<file path="src/design/scas_defines.svh">
// timing constants and counter width for the smart card activation sequencer
`ifndef SCAS_DEFINES_SVH
`define SCAS_DEFINES_SVH
`define SCAS_CLK_PERIOD_NS 10
`define SCAS_FAULT_WINDOW_NS 5000
`define SCAS_FAULT_CYC ((`SCAS_FAULT_WINDOW_NS + `SCAS_CLK_PERIOD_NS - 1) / `SCAS_CLK_PERIOD_NS)
`define SCAS_DEBOUNCE_MS 40
`define SCAS_DEBOUNCE_CYC (`SCAS_DEBOUNCE_MS * 1000000 / `SCAS_CLK_PERIOD_NS)
`define SCAS_REMOVE_US 50
`define SCAS_REMOVE_CYC (`SCAS_REMOVE_US * 1000 / `SCAS_CLK_PERIOD_NS)
`define SCAS_CNT_W 23
`endif

</file>
<file path="src/design/scas_pkg.sv">
// types of the smart card activation sequencer
package scas_pkg;
   typedef enum logic [1:0] {
      SCAS_IDLE    = 2'h0,
      SCAS_ACTIVE  = 2'h1,
      SCAS_FAULT   = 2'h3,
      SCAS_ALARM   = 2'h2
   } scas_state_e;
   // one open-drain side of the three channels
   typedef struct packed {
      logic [2:0] drive_low;
   } scas_chan_s;
   // channel arbitration state
   typedef enum logic [1:0] {
      SCAS_CH_FREE  = 2'h0,
      SCAS_CH_HOST  = 2'h1,
      SCAS_CH_CARD  = 2'h2
   } scas_chan_e;
endpackage

</file>
<file path="src/design/scas_top.sv">
// smart card activation sequencer and bidirectional channel arbiter
//
// Overview of operation
// RQ1 - channels pass low one direction, first wins
// RQ2 - opposite low before release is collision
// RQ3 - collision: slave held low, master released
// RQ4 - slave-side external low never returns
// RQ5 - overtemperature disables and asserts alarm
// RQ6 - card present tied to request self-starts
// RQ7 - card removal triggers deactivation
// RQ8 - host idles lines before dropping request
// RQ9 - request high runs deactivation sequence
// RQ10 - confirmed fault runs deactivation itself
// RQ11 - idle drives card low, floats host
// RQ12 - deactivation runs until supply discharged
// RQ13 - activation ignored until discharge done
// RQ14 - alarm state exits only on release
// RQ15 - request cycling clears alarm, waits discharge
// RQ16 - active: latched voltage, pass reset/clock
// RQ17 - channels usable only after ready low
// RQ18 - persistent fault beyond window goes alarm
// RQ19 - short fault returns to active
// RQ20 - host holds sync clock while switching
// RQ21 - host releases lines when possible
// RQ22 - voltage select latched on request fall
// RQ23 - card present after debounce, quick release
// RQ24 - presence from switch xor polarity select
// RQ25 - fault window counter clears with fault
`timescale 1ns/10ps
`include "scas_defines.svh"
module scas_top #(
   parameter int FAULT_CYC = `SCAS_FAULT_CYC,
   parameter int DEBOUNCE_CYC = `SCAS_DEBOUNCE_CYC,
   parameter int REMOVE_CYC = `SCAS_REMOVE_CYC
) (
   // clock and reset
   input wire logic I_CLOCK,
   input wire logic I_NRST,
   // host control pins
   input wire logic I_POWER_REQUEST_N,
   input wire logic I_SUPPLY_VOLTAGE_SEL,
   input wire logic I_HOST_RESET_IN,
   input wire logic I_HOST_CLOCK_IN,
   input wire logic I_CLOCK_SOURCE_SEL,
   // socket and analog status
   input wire logic I_SOCKET_SWITCH_IN,
   input wire logic I_SWITCH_POLARITY,
   input wire logic I_OVERTEMP,
   input wire logic I_SUPPLY_FAULT,
   input wire logic I_SUPPLY_DISCHARGED,
   input wire logic I_SUPPLY_GOOD,
   // bidirectional channels: data, aux a, aux b
   input wire logic [2:0] I_HOST_CH,
   output logic [2:0] O_HOST_CH,
   output logic [2:0] O_HOST_CH_OE,
   input wire logic [2:0] I_CARD_CH,
   output logic [2:0] O_CARD_CH,
   output logic [2:0] O_CARD_CH_OE,
   // card supply, reset and clock
   output logic O_SUPPLY_EN,
   output logic O_SUPPLY_5V,
   output logic O_CARD_RESET,
   output logic O_CARD_CLOCK,
   output logic O_CLOCK_SOURCE_SEL,
   // status pins, open drain, and the driven state output
   output logic O_READY_N,
   output logic O_READY_N_OE,
   output logic O_ALARM_N,
   output logic O_ALARM_N_OE,
   output logic O_CARD_PRESENT_N,
   output logic O_CARD_PRESENT_N_OE,
   output logic [1:0] O_STATE
);
   //--------------------------------------------------------------
   // reset release and input synchronisers
   //--------------------------------------------------------------
   logic [1:0] rst_q;
   logic rst_n;
   localparam int NIN = 12;
   logic [NIN-1:0] raw_in;
   logic [NIN-1:0] s1_q;
   logic [NIN-1:0] s2_q;
   always_ff @(posedge I_CLOCK or negedge I_NRST) begin
      if (!I_NRST) begin
         rst_q <= 2'h0;
      end else begin
         rst_q <= {rst_q[0], 1'b1};
      end
   end
   assign rst_n = rst_q[1];
   assign raw_in = {I_HOST_CH, I_CARD_CH, I_POWER_REQUEST_N, I_SUPPLY_VOLTAGE_SEL,
                    I_SOCKET_SWITCH_IN, I_SWITCH_POLARITY, I_OVERTEMP, I_SUPPLY_FAULT};
   always_ff @(posedge I_CLOCK or negedge rst_n) begin
      if (!rst_n) begin
         // idle levels: channels and request high, rest low
         s1_q <= 12'hFE0;
         s2_q <= 12'hFE0;
      end else begin
         s1_q <= raw_in;
         s2_q <= s1_q;
      end
   end
   logic [2:0] host_in;
   logic [2:0] card_in;
   logic pwr_n;
   logic vsel;
   logic sw;
   logic pol;
   logic otemp;
   logic sfault;
   assign {host_in, card_in, pwr_n, vsel, sw, pol, otemp, sfault} = s2_q;
   logic disch_s1_q;
   logic disch_q;
   logic good_s1_q;
   logic good_q;
   always_ff @(posedge I_CLOCK or negedge rst_n) begin
      if (!rst_n) begin
         disch_s1_q <= 1'b0;
         disch_q <= 1'b0;
         good_s1_q <= 1'b0;
         good_q <= 1'b0;
      end else begin
         disch_s1_q <= I_SUPPLY_DISCHARGED;
         disch_q <= disch_s1_q;
         good_s1_q <= I_SUPPLY_GOOD;
         good_q <= good_s1_q;
      end
   end

   //--------------------------------------------------------------
   // card presence debounce
   //--------------------------------------------------------------
   logic seen;
   logic present_q;
   logic present_d;
   logic [`SCAS_CNT_W-1:0] deb_q;
   logic [`SCAS_CNT_W-1:0] deb_d;
   assign seen = sw ^ pol; // [RQ24]
   always_comb begin
      present_d = present_q;
      deb_d = deb_q;
      if (seen == present_q) begin
         deb_d = '0;
      end else if (present_q) begin
         // removal, release quickly
         if (deb_q >= `SCAS_CNT_W'(REMOVE_CYC - 1)) begin // [RQ23]
            present_d = 1'b0;
            deb_d = '0;
         end else begin
            deb_d = deb_q + 1'b1;
         end
      end else if (deb_q >= `SCAS_CNT_W'(DEBOUNCE_CYC - 1)) begin // [RQ23]
         present_d = 1'b1;
         deb_d = '0;
      end else begin
         deb_d = deb_q + 1'b1;
      end
   end
   always_ff @(posedge I_CLOCK or negedge rst_n) begin
      if (!rst_n) begin
         present_q <= 1'b0;
         deb_q <= '0;
      end else begin
         present_q <= present_d;
         deb_q <= deb_d;
      end
   end

   //--------------------------------------------------------------
   // activation state machine
   //--------------------------------------------------------------
   scas_pkg::scas_state_e st_q;
   scas_pkg::scas_state_e st_d;
   logic [12:0] flt_q;
   logic [12:0] flt_d;
   logic vsel_q;
   logic vsel_d;
   logic pwr_q;
   logic fault;
   assign fault = otemp | sfault | !present_q; // [RQ7]
   always_comb begin
      st_d = st_q;
      flt_d = '0;
      vsel_d = vsel_q;
      if (pwr_q && !pwr_n) begin
         vsel_d = vsel; // [RQ22]
      end
      case (st_q)
         scas_pkg::SCAS_IDLE: begin
            // activation only after discharge and with a card
            if (!pwr_n && disch_q && present_q && !otemp) begin // [RQ13] [RQ12] [RQ6]
               st_d = scas_pkg::SCAS_ACTIVE;
            end
         end
         scas_pkg::SCAS_ACTIVE: begin
            if (pwr_n) begin
               st_d = scas_pkg::SCAS_IDLE; // [RQ9]
            end else if (otemp) begin
               st_d = scas_pkg::SCAS_ALARM; // [RQ5]
            end else if (fault) begin
               st_d = scas_pkg::SCAS_FAULT;
            end
         end
         scas_pkg::SCAS_FAULT: begin
            flt_d = flt_q + 1'b1; // [RQ25]
            if (pwr_n) begin
               st_d = scas_pkg::SCAS_IDLE;
            end else if (otemp) begin
               st_d = scas_pkg::SCAS_ALARM; // [RQ5]
            end else if (!fault) begin
               st_d = scas_pkg::SCAS_ACTIVE; // [RQ19]
            end else if (flt_q >= 13'(FAULT_CYC - 1)) begin
               st_d = scas_pkg::SCAS_ALARM; // [RQ18] [RQ10]
            end
         end
         scas_pkg::SCAS_ALARM: begin
            if (pwr_n) begin
               st_d = scas_pkg::SCAS_IDLE; // [RQ14] [RQ15]
            end
         end
         default: begin
            st_d = scas_pkg::SCAS_IDLE;
         end
      endcase
   end
   always_ff @(posedge I_CLOCK or negedge rst_n) begin
      if (!rst_n) begin
         st_q <= scas_pkg::SCAS_IDLE;
         flt_q <= '0;
         vsel_q <= 1'b0;
         pwr_q <= 1'b1;
      end else begin
         st_q <= st_d;
         flt_q <= flt_d;
         vsel_q <= vsel_d;
         pwr_q <= pwr_n;
      end
   end

   //--------------------------------------------------------------
   // bidirectional channel arbitration
   //--------------------------------------------------------------
   logic act;
   logic ready;
   assign act = (st_q == scas_pkg::SCAS_ACTIVE) || (st_q == scas_pkg::SCAS_FAULT);
   assign ready = act && good_q;
   scas_pkg::scas_chan_s host_drv;
   scas_pkg::scas_chan_s card_drv;
   genvar g;
   generate
      for (g = 0; g < 3; g++) begin : g_ch
         scas_pkg::scas_chan_e own_q;
         scas_pkg::scas_chan_e own_d;
         always_comb begin
            own_d = own_q;
            case (own_q)
               scas_pkg::SCAS_CH_FREE: begin
                  // host side takes priority on a tie
                  if (!host_in[g]) begin
                     own_d = scas_pkg::SCAS_CH_HOST; // [RQ1]
                  end else if (!card_in[g]) begin
                     own_d = scas_pkg::SCAS_CH_CARD; // [RQ1]
                  end
               end
               scas_pkg::SCAS_CH_HOST: begin
                  // ends once both sides high; card low meanwhile is collision
                  if (host_in[g] && card_in[g]) begin // [RQ2]
                     own_d = scas_pkg::SCAS_CH_FREE;
                  end
               end
               scas_pkg::SCAS_CH_CARD: begin
                  if (host_in[g] && card_in[g]) begin // [RQ2]
                     own_d = scas_pkg::SCAS_CH_FREE;
                  end
               end
               default: begin
                  own_d = scas_pkg::SCAS_CH_FREE;
               end
            endcase
            if (!ready) begin
               own_d = scas_pkg::SCAS_CH_FREE; // [RQ17]
            end
         end
         always_ff @(posedge I_CLOCK or negedge rst_n) begin
            if (!rst_n) begin
               own_q <= scas_pkg::SCAS_CH_FREE;
            end else begin
               own_q <= own_d;
            end
         end
         // slave follows master only; never driven back to master
         assign card_drv.drive_low[g] = (own_q == scas_pkg::SCAS_CH_HOST) && !host_in[g]; // [RQ3] [RQ4]
         assign host_drv.drive_low[g] = (own_q == scas_pkg::SCAS_CH_CARD) && !card_in[g]; // [RQ3] [RQ4]
      end
   endgenerate

   //--------------------------------------------------------------
   // outputs
   //--------------------------------------------------------------
   always_ff @(posedge I_CLOCK or negedge rst_n) begin
      if (!rst_n) begin
         O_SUPPLY_EN <= 1'b0;
         O_SUPPLY_5V <= 1'b0;
         O_CARD_RESET <= 1'b0;
         O_CARD_CLOCK <= 1'b0;
         O_CLOCK_SOURCE_SEL <= 1'b0;
         O_READY_N_OE <= 1'b0;
         O_ALARM_N_OE <= 1'b0;
         O_CARD_PRESENT_N_OE <= 1'b0;
         O_CARD_CH_OE <= 3'h0;
         O_HOST_CH_OE <= 3'h0;
      end else begin
         O_SUPPLY_EN <= act; // [RQ11] [RQ16]
         O_SUPPLY_5V <= act & vsel_q; // [RQ16]
         O_CARD_RESET <= act & I_HOST_RESET_IN; // [RQ16]
         O_CARD_CLOCK <= act & I_HOST_CLOCK_IN; // [RQ16]
         O_CLOCK_SOURCE_SEL <= I_CLOCK_SOURCE_SEL;
         O_READY_N_OE <= ready; // [RQ6]
         O_ALARM_N_OE <= (st_q == scas_pkg::SCAS_ALARM); // [RQ14] [RQ5]
         O_CARD_PRESENT_N_OE <= present_q; // [RQ23]
         // idle: card lines driven low; active: low only when relayed
         O_CARD_CH_OE <= act ? card_drv.drive_low : 3'h7; // [RQ11]
         O_HOST_CH_OE <= act ? host_drv.drive_low : 3'h0; // [RQ11]
      end
   end
   assign O_READY_N = 1'b0;
   assign O_ALARM_N = 1'b0;
   assign O_CARD_PRESENT_N = 1'b0;
   assign O_CARD_CH = 3'h0;
   assign O_HOST_CH = 3'h0;
   assign O_STATE = st_q;
endmodule

</file>
<file path="config.mk">
export PLATFORM = sky130hd
export DESIGN_NAME = scas_top
export DESIGN_NICKNAME = d
export VERILOG_FILES = /design/src/design/scas_pkg.sv /design/src/design/scas_top.sv
export VERILOG_INCLUDE_DIRS = /design/src /design/src/design
export SDC_FILE = /design/constraint.sdc
export NUM_CORES = 1
export LEC_CHECK = 0
export ABC_AREA = 1
export BUFFER_PORTS_ARGS = -buffer_cell sky130_fd_sc_hd__buf_2
export CORE_ASPECT_RATIO = 1.25
export CORE_MARGIN = 8
export CORE_UTILIZATION = 33
export DETAILED_ROUTE_END_ITERATION = 8
export PLACE_DENSITY = 0.49
export SETUP_SLACK_MARGIN = 0.3
export SYNTH_ARGS = -nofsm -noshare
export SYNTH_HDL_FRONTEND = slang
export SYNTH_SLANG_ARGS = --single-unit
</file>
<file path="constraint.sdc">
create_clock -name I_CLOCK -period 6.5 [get_ports I_CLOCK]
set_input_delay 0.975 -clock I_CLOCK [delete_from_list [all_inputs] [get_ports I_CLOCK]]
set_output_delay 0.975 -clock I_CLOCK [all_outputs]
set_load 0.1 [all_outputs]
</file>
### Word level (Yosys, flattened, before mapping)

Cells that the tools add are included.

| word-level totals | value |
|---|---|
| word-level logic and storage cells | 127 |
| register bits after elaboration | 91 |
| input port bits | 19 |
| output and inout bits | 25 |

| cells by class | value |
|---|---|
| order comparisons | 3 |
| reduce and logical (&&, ||, !) cells | 35 |
| bitwise operators | 6 |
| add/sub/neg operators | 2 |
| muxes and demuxes | 35 |
| equality and inequality tests | 20 |

Operator list:

| cell | number |
|---|---|
| 23-bit 2-to-1 mux | 4 |
| 2-bit 2-to-1 mux | 21 |
| 23-bit by 1-bit adder with 23-bit output, second input constant | 1 |
| 23-bit by 13-bit >= comparator with 1-bit output, second input constant | 1 |
| 23-bit by 22-bit >= comparator with 1-bit output, second input constant | 1 |
| 4-bit != test, second input constant | 4 |
| 1-bit logical AND | 14 |
| 13-bit by 1-bit adder with 13-bit output, second input constant | 1 |
| 13-bit by 9-bit >= comparator with 1-bit output, second input constant | 1 |
| 13-bit 2-to-1 mux | 1 |
| 2-bit one-hot mux with 2 select lines | 3 |
| 2-bit == test, second input constant | 5 |
| 1-bit zero test | 9 |
| 3-bit by 2-bit != test with 1-bit output, second input constant | 3 |
| 2-bit by 1-bit == test with 1-bit output, second input constant | 4 |
| 2-bit zero test | 4 |
| 2-bit one-hot mux with 4 select lines | 1 |
| 3-bit 2-to-1 mux | 2 |
| 2-bit AND reduction | 3 |
| 2-bit OR reduction | 3 |
| 5-bit != test, second input constant | 1 |
| 2-bit != test, second input constant | 2 |
| 4-bit AND reduction | 1 |
| 1-bit AND | 3 |
| 5 further kinds | 8 |

### Longest topological paths before layout

| depth | value |
|---|---|
| depth in word-level cells | 6 |
| mapped depth | 11 |

### Worst setup path after synthesis

No wires, ideal clock.

| timing | value |
|---|---|
| path type | reg2reg |
| from | register st_q[0], in the netlist O_STATE[0] |
| to | register st_q[1], in the netlist O_STATE[1] |
| arrival time | 1971 ps |
| period minus slack after synthesis | 2038 ps |
| stages on the path, launching flop included | 8 |
| path slack | 4462 ps |
| path buffers | 1 |
| required time | 6433 ps |
| path through | dfrtp_1 -> buf_2 -> nand2_1 -> nor4_1 -> nand3_1 -> nand2_1 -> nand2_1 -> nand2_1 |

| between the ends | value |
|---|---|
| word-level cells in the longest chain between the ends | 3 |
| elaborated cells between the ends (all ways) | 10 |
| classes of those cells | 7 x eq/ne; 1 x mux; 2 x reduce/logical |

Ends and longest elaborated chain:

| what | RTL line | RTL |
|---|---|---|
| start: declaration | scas_top.sv:172 | `scas_pkg::scas_state_e st_q;` |
| start signal: assignment | scas_top.sv:228 | `st_q <= scas_pkg::SCAS_IDLE;` |
| start signal: assignment | scas_top.sv:233 | `st_q <= st_d;` |
| 2-bit == test (tied with other cells) | scas_top.sv:188 | `case (st_q)` |
| 5-bit != test (no line) (tied with other cells) | n/a |  |
| 4-bit AND reduction (no line) | n/a |  |

Several ways; a longest one is shown, not always the timed one.
A chain may end at the register's enable or synchronous reset.

### Worst setup path in the final report

| timing | value |
|---|---|
| from | register st_q[0], in the netlist O_STATE[0] |
| to | output port O_STATE[0] |

RTL lines:

| what | RTL line | RTL |
|---|---|---|
| end: declaration | scas_top.sv:72 | `output logic [1:0] O_STATE` |

No word-level cell between the ends.

==> metrics.csv <==
metric;value;unit
status;finished clean;
slowest_stage;dfrtp_1;
p_leak;2.08;nW
htreeDepth;3;
drc;0;
place_congestion;0.821;
rows;45;
drt_iter0_markers;136;
ys.flop_type;dfrtp_1;
grt_pass1_wl;13200;um
avgSynthCellArea;9.56;um^2
crit_chain;buf_2;
ant_nets;0;
synth.area.top_cells;dfrtp_1 (48%), dfstp_2 (9.9%), nand2_1 (6.7%);
clock_sinks;91;
cts_tree;done;
min_period;2.53;ns
p_sw;512;uW
fp.dieW;114;um
share_comb_of_total_power;0.215;
powerDensity;321;nW/um^2
synth_edf_count;0;
fmax;0.396;GHz
dieHeight;139;um
seq_area;2300;um^2
via_count;2755;
crit_type;flop to output pin;
synth_top_cell_by_area;dfrtp_1;
worst_pin_slew;0.768;ns
synthCells;416;
crit_family;flip-flops;
slew-limit-headroom;0.488;
maxSlewViolCount;0;
clkTransAtPathRegs;0.07;ns
io_buffers;34;
mappedNetlistArea;3980;um^2
grt_max_degree;63;
yosysWarningCount;0;
startpoint_type;flop;
ir_drop;0.196;mV
critical_path.max_stage_delay;0.68;ns
hold_buffers;0;
min_path_type;flop to asynchronous set/reset pin;
layout.nets;487;
reg2reg_slack;4.62;ns
wl_per_cell;12.0;um
drive_gt1_frac;0.197;
critPathMaxFanout;17;
finalClockSkew;0.00961;ns
power;1.47;mW
max_cap_viol_count;0;
avgViaCountPerCell;4.40;
grt-ovfl-total;0;
async_flop_share;1.00;
firstDrtPassIters;4;
cts_resized;0;
final_cell_mix;dfrtp_1 (75), nand2_1 (71), nor2_1 (64), inv_1 (47), buf_2 (34);
seqPwrFrac;0.437;
synth_cell_types;35;
cts_setup_buffers;0;
tns;0;ns
rsz0062_at_grt;no;
fillers;1228;
hold_viol;0;
initial_core_util;0.333;
crit_required;5.52;ns
grt_pass1_vias;2892;
routed_wl;7500;um
swShare;0.348;
antenna_found_initial;0;
track_usage;0.103;
yosysTopAreaCellShare;0.478;
cts_buffers;9;
clk_latency;0.34;ns
cts_root_buf;clkbuf_16;
setup_viol;0;
multi_input_area;1420;um^2
ios;44;
syn_to_final_growth;15.2;%
fin_crit_sh;0.389;
ys_seq_elements;91;
cp_num_buf_inv;1;
endpoint_kind;output pin;
clkPwrFrac;0.349;
final_common_cell;dfrtp_1;
die-area;15800;um^2
hpwl;5530;um
cts_buffer_depth;2;
ys_seq_area_frac;0.577;
antennaDiodeCount;0;
core;11900;um^2
critPathArrivalTime;1.55;ns
cellInternalPower;958;uW
metal layers:
metal,global-route usage,up-vias,part of all wire
met1,0.112,1321,0.43
met5,0,-,0
met3,0.0301,9,0.048
met2,0.182,39,0.51
met4,0.0379,0,0.014
li1,-,1386,-
power groups by stage:
stage / logic [mW] / registers [mW] / clock network, mW
floorplan: 0.111 / 0.815 / 0
global placement: 0.314 / 0.652 / 0
detailed placement: 0.318 / 0.654 / 0
CTS: 0.318 / 0.643 / 0.534
global route: 0.336 / 0.650 / 0.556
finish: 0.316 / 0.642 / 0.513
cell type report:
cell class / count / area share
Clock inverter: 6 / 0.0145
Timing Repair Buffer: 35 / 0.0388
Clock buffer: 10 / 0.0500
Multi-Input combinational cell: 272 / 0.311
Inverter: 48 / 0.0393
Sequential cell: 91 / 0.502
Tap cell: 164 / 0.0448
synth_stat cells, types with 3 or more instances:
library cell	n
a21oi_1	10
nand2_1	71
o211ai_1	3
nand2_2	3
dfstp_2	15
nand3_1	21
nor3_1	4
ha_1	11
o22ai_1	7
buf_4	9
o21ai_0	14
dfrtp_1	76
inv_1	47
xnor2_1	4
nor2_1	64
xor2_1	11
nor2_2	13
nand4_1	9
final timing paths:
path,to,startpoint,cells after the start
hold / removal,s1_q[2],rst_q[1],0
hold reg to reg,s1_q[2],rst_q[1],0
min in group I_CLOCK,good_q,good_s1_q,0
setup / recovery,O_STATE[0],O_STATE[0],1
max in group asynchronous,deb_q[14],rst_q[1],1
setup reg to reg,O_STATE[1],O_STATE[0],5
per-stage QoR:
stage | std cells | setup WS [ns] | instance area [um^2] | util | hold slack, ns
finish | 626 | 3.97 | 4580 | 0.384 | 0.243
CTS | 626 | 3.96 | 4580 | 0.384 | 0.265
detailed placement | 610 | 4.34 | 4290 | 0.359 | 0.261
global placement | 610 | 4.35 | 4290 | 0.359 | 0.256
floorplan | 425 | 3.80 | 4010 | - | 0.331
global route | 626 | 3.86 | 4580 | 0.384 | 0.286
registers in the layout, summed over array words and instances, names as in the netlist, 3 cells and up:
register and flops:
deb_q 23, flt_q 13, s1_q 12, O_HOST_CH_OE 3, s2_q 12, g_ch.own_q 6
O_CARD_CH_OE 3
kinds of logic (layout without fill, tap and decap cells):
| logic type | Yosys count | in the layout | synth area share |
|---|---|---|---|
| AOI/OAI and AO/OA | 38 | 38 | 0.0547 |
| adders and majority gates | 11 | 11 | 0.0346 |
| other | 2 | 11 | 0.00189 |
| buffers and inverters | 62 | 99 | 0.0733 |
| DFF | 91 | 91 | 0.577 |
| and+or+nand+nor | 197 | 197 | 0.225 |
| xor gates and xnor gates | 15 | 15 | 0.0330 |
Power figures use the tool's default switching activity.
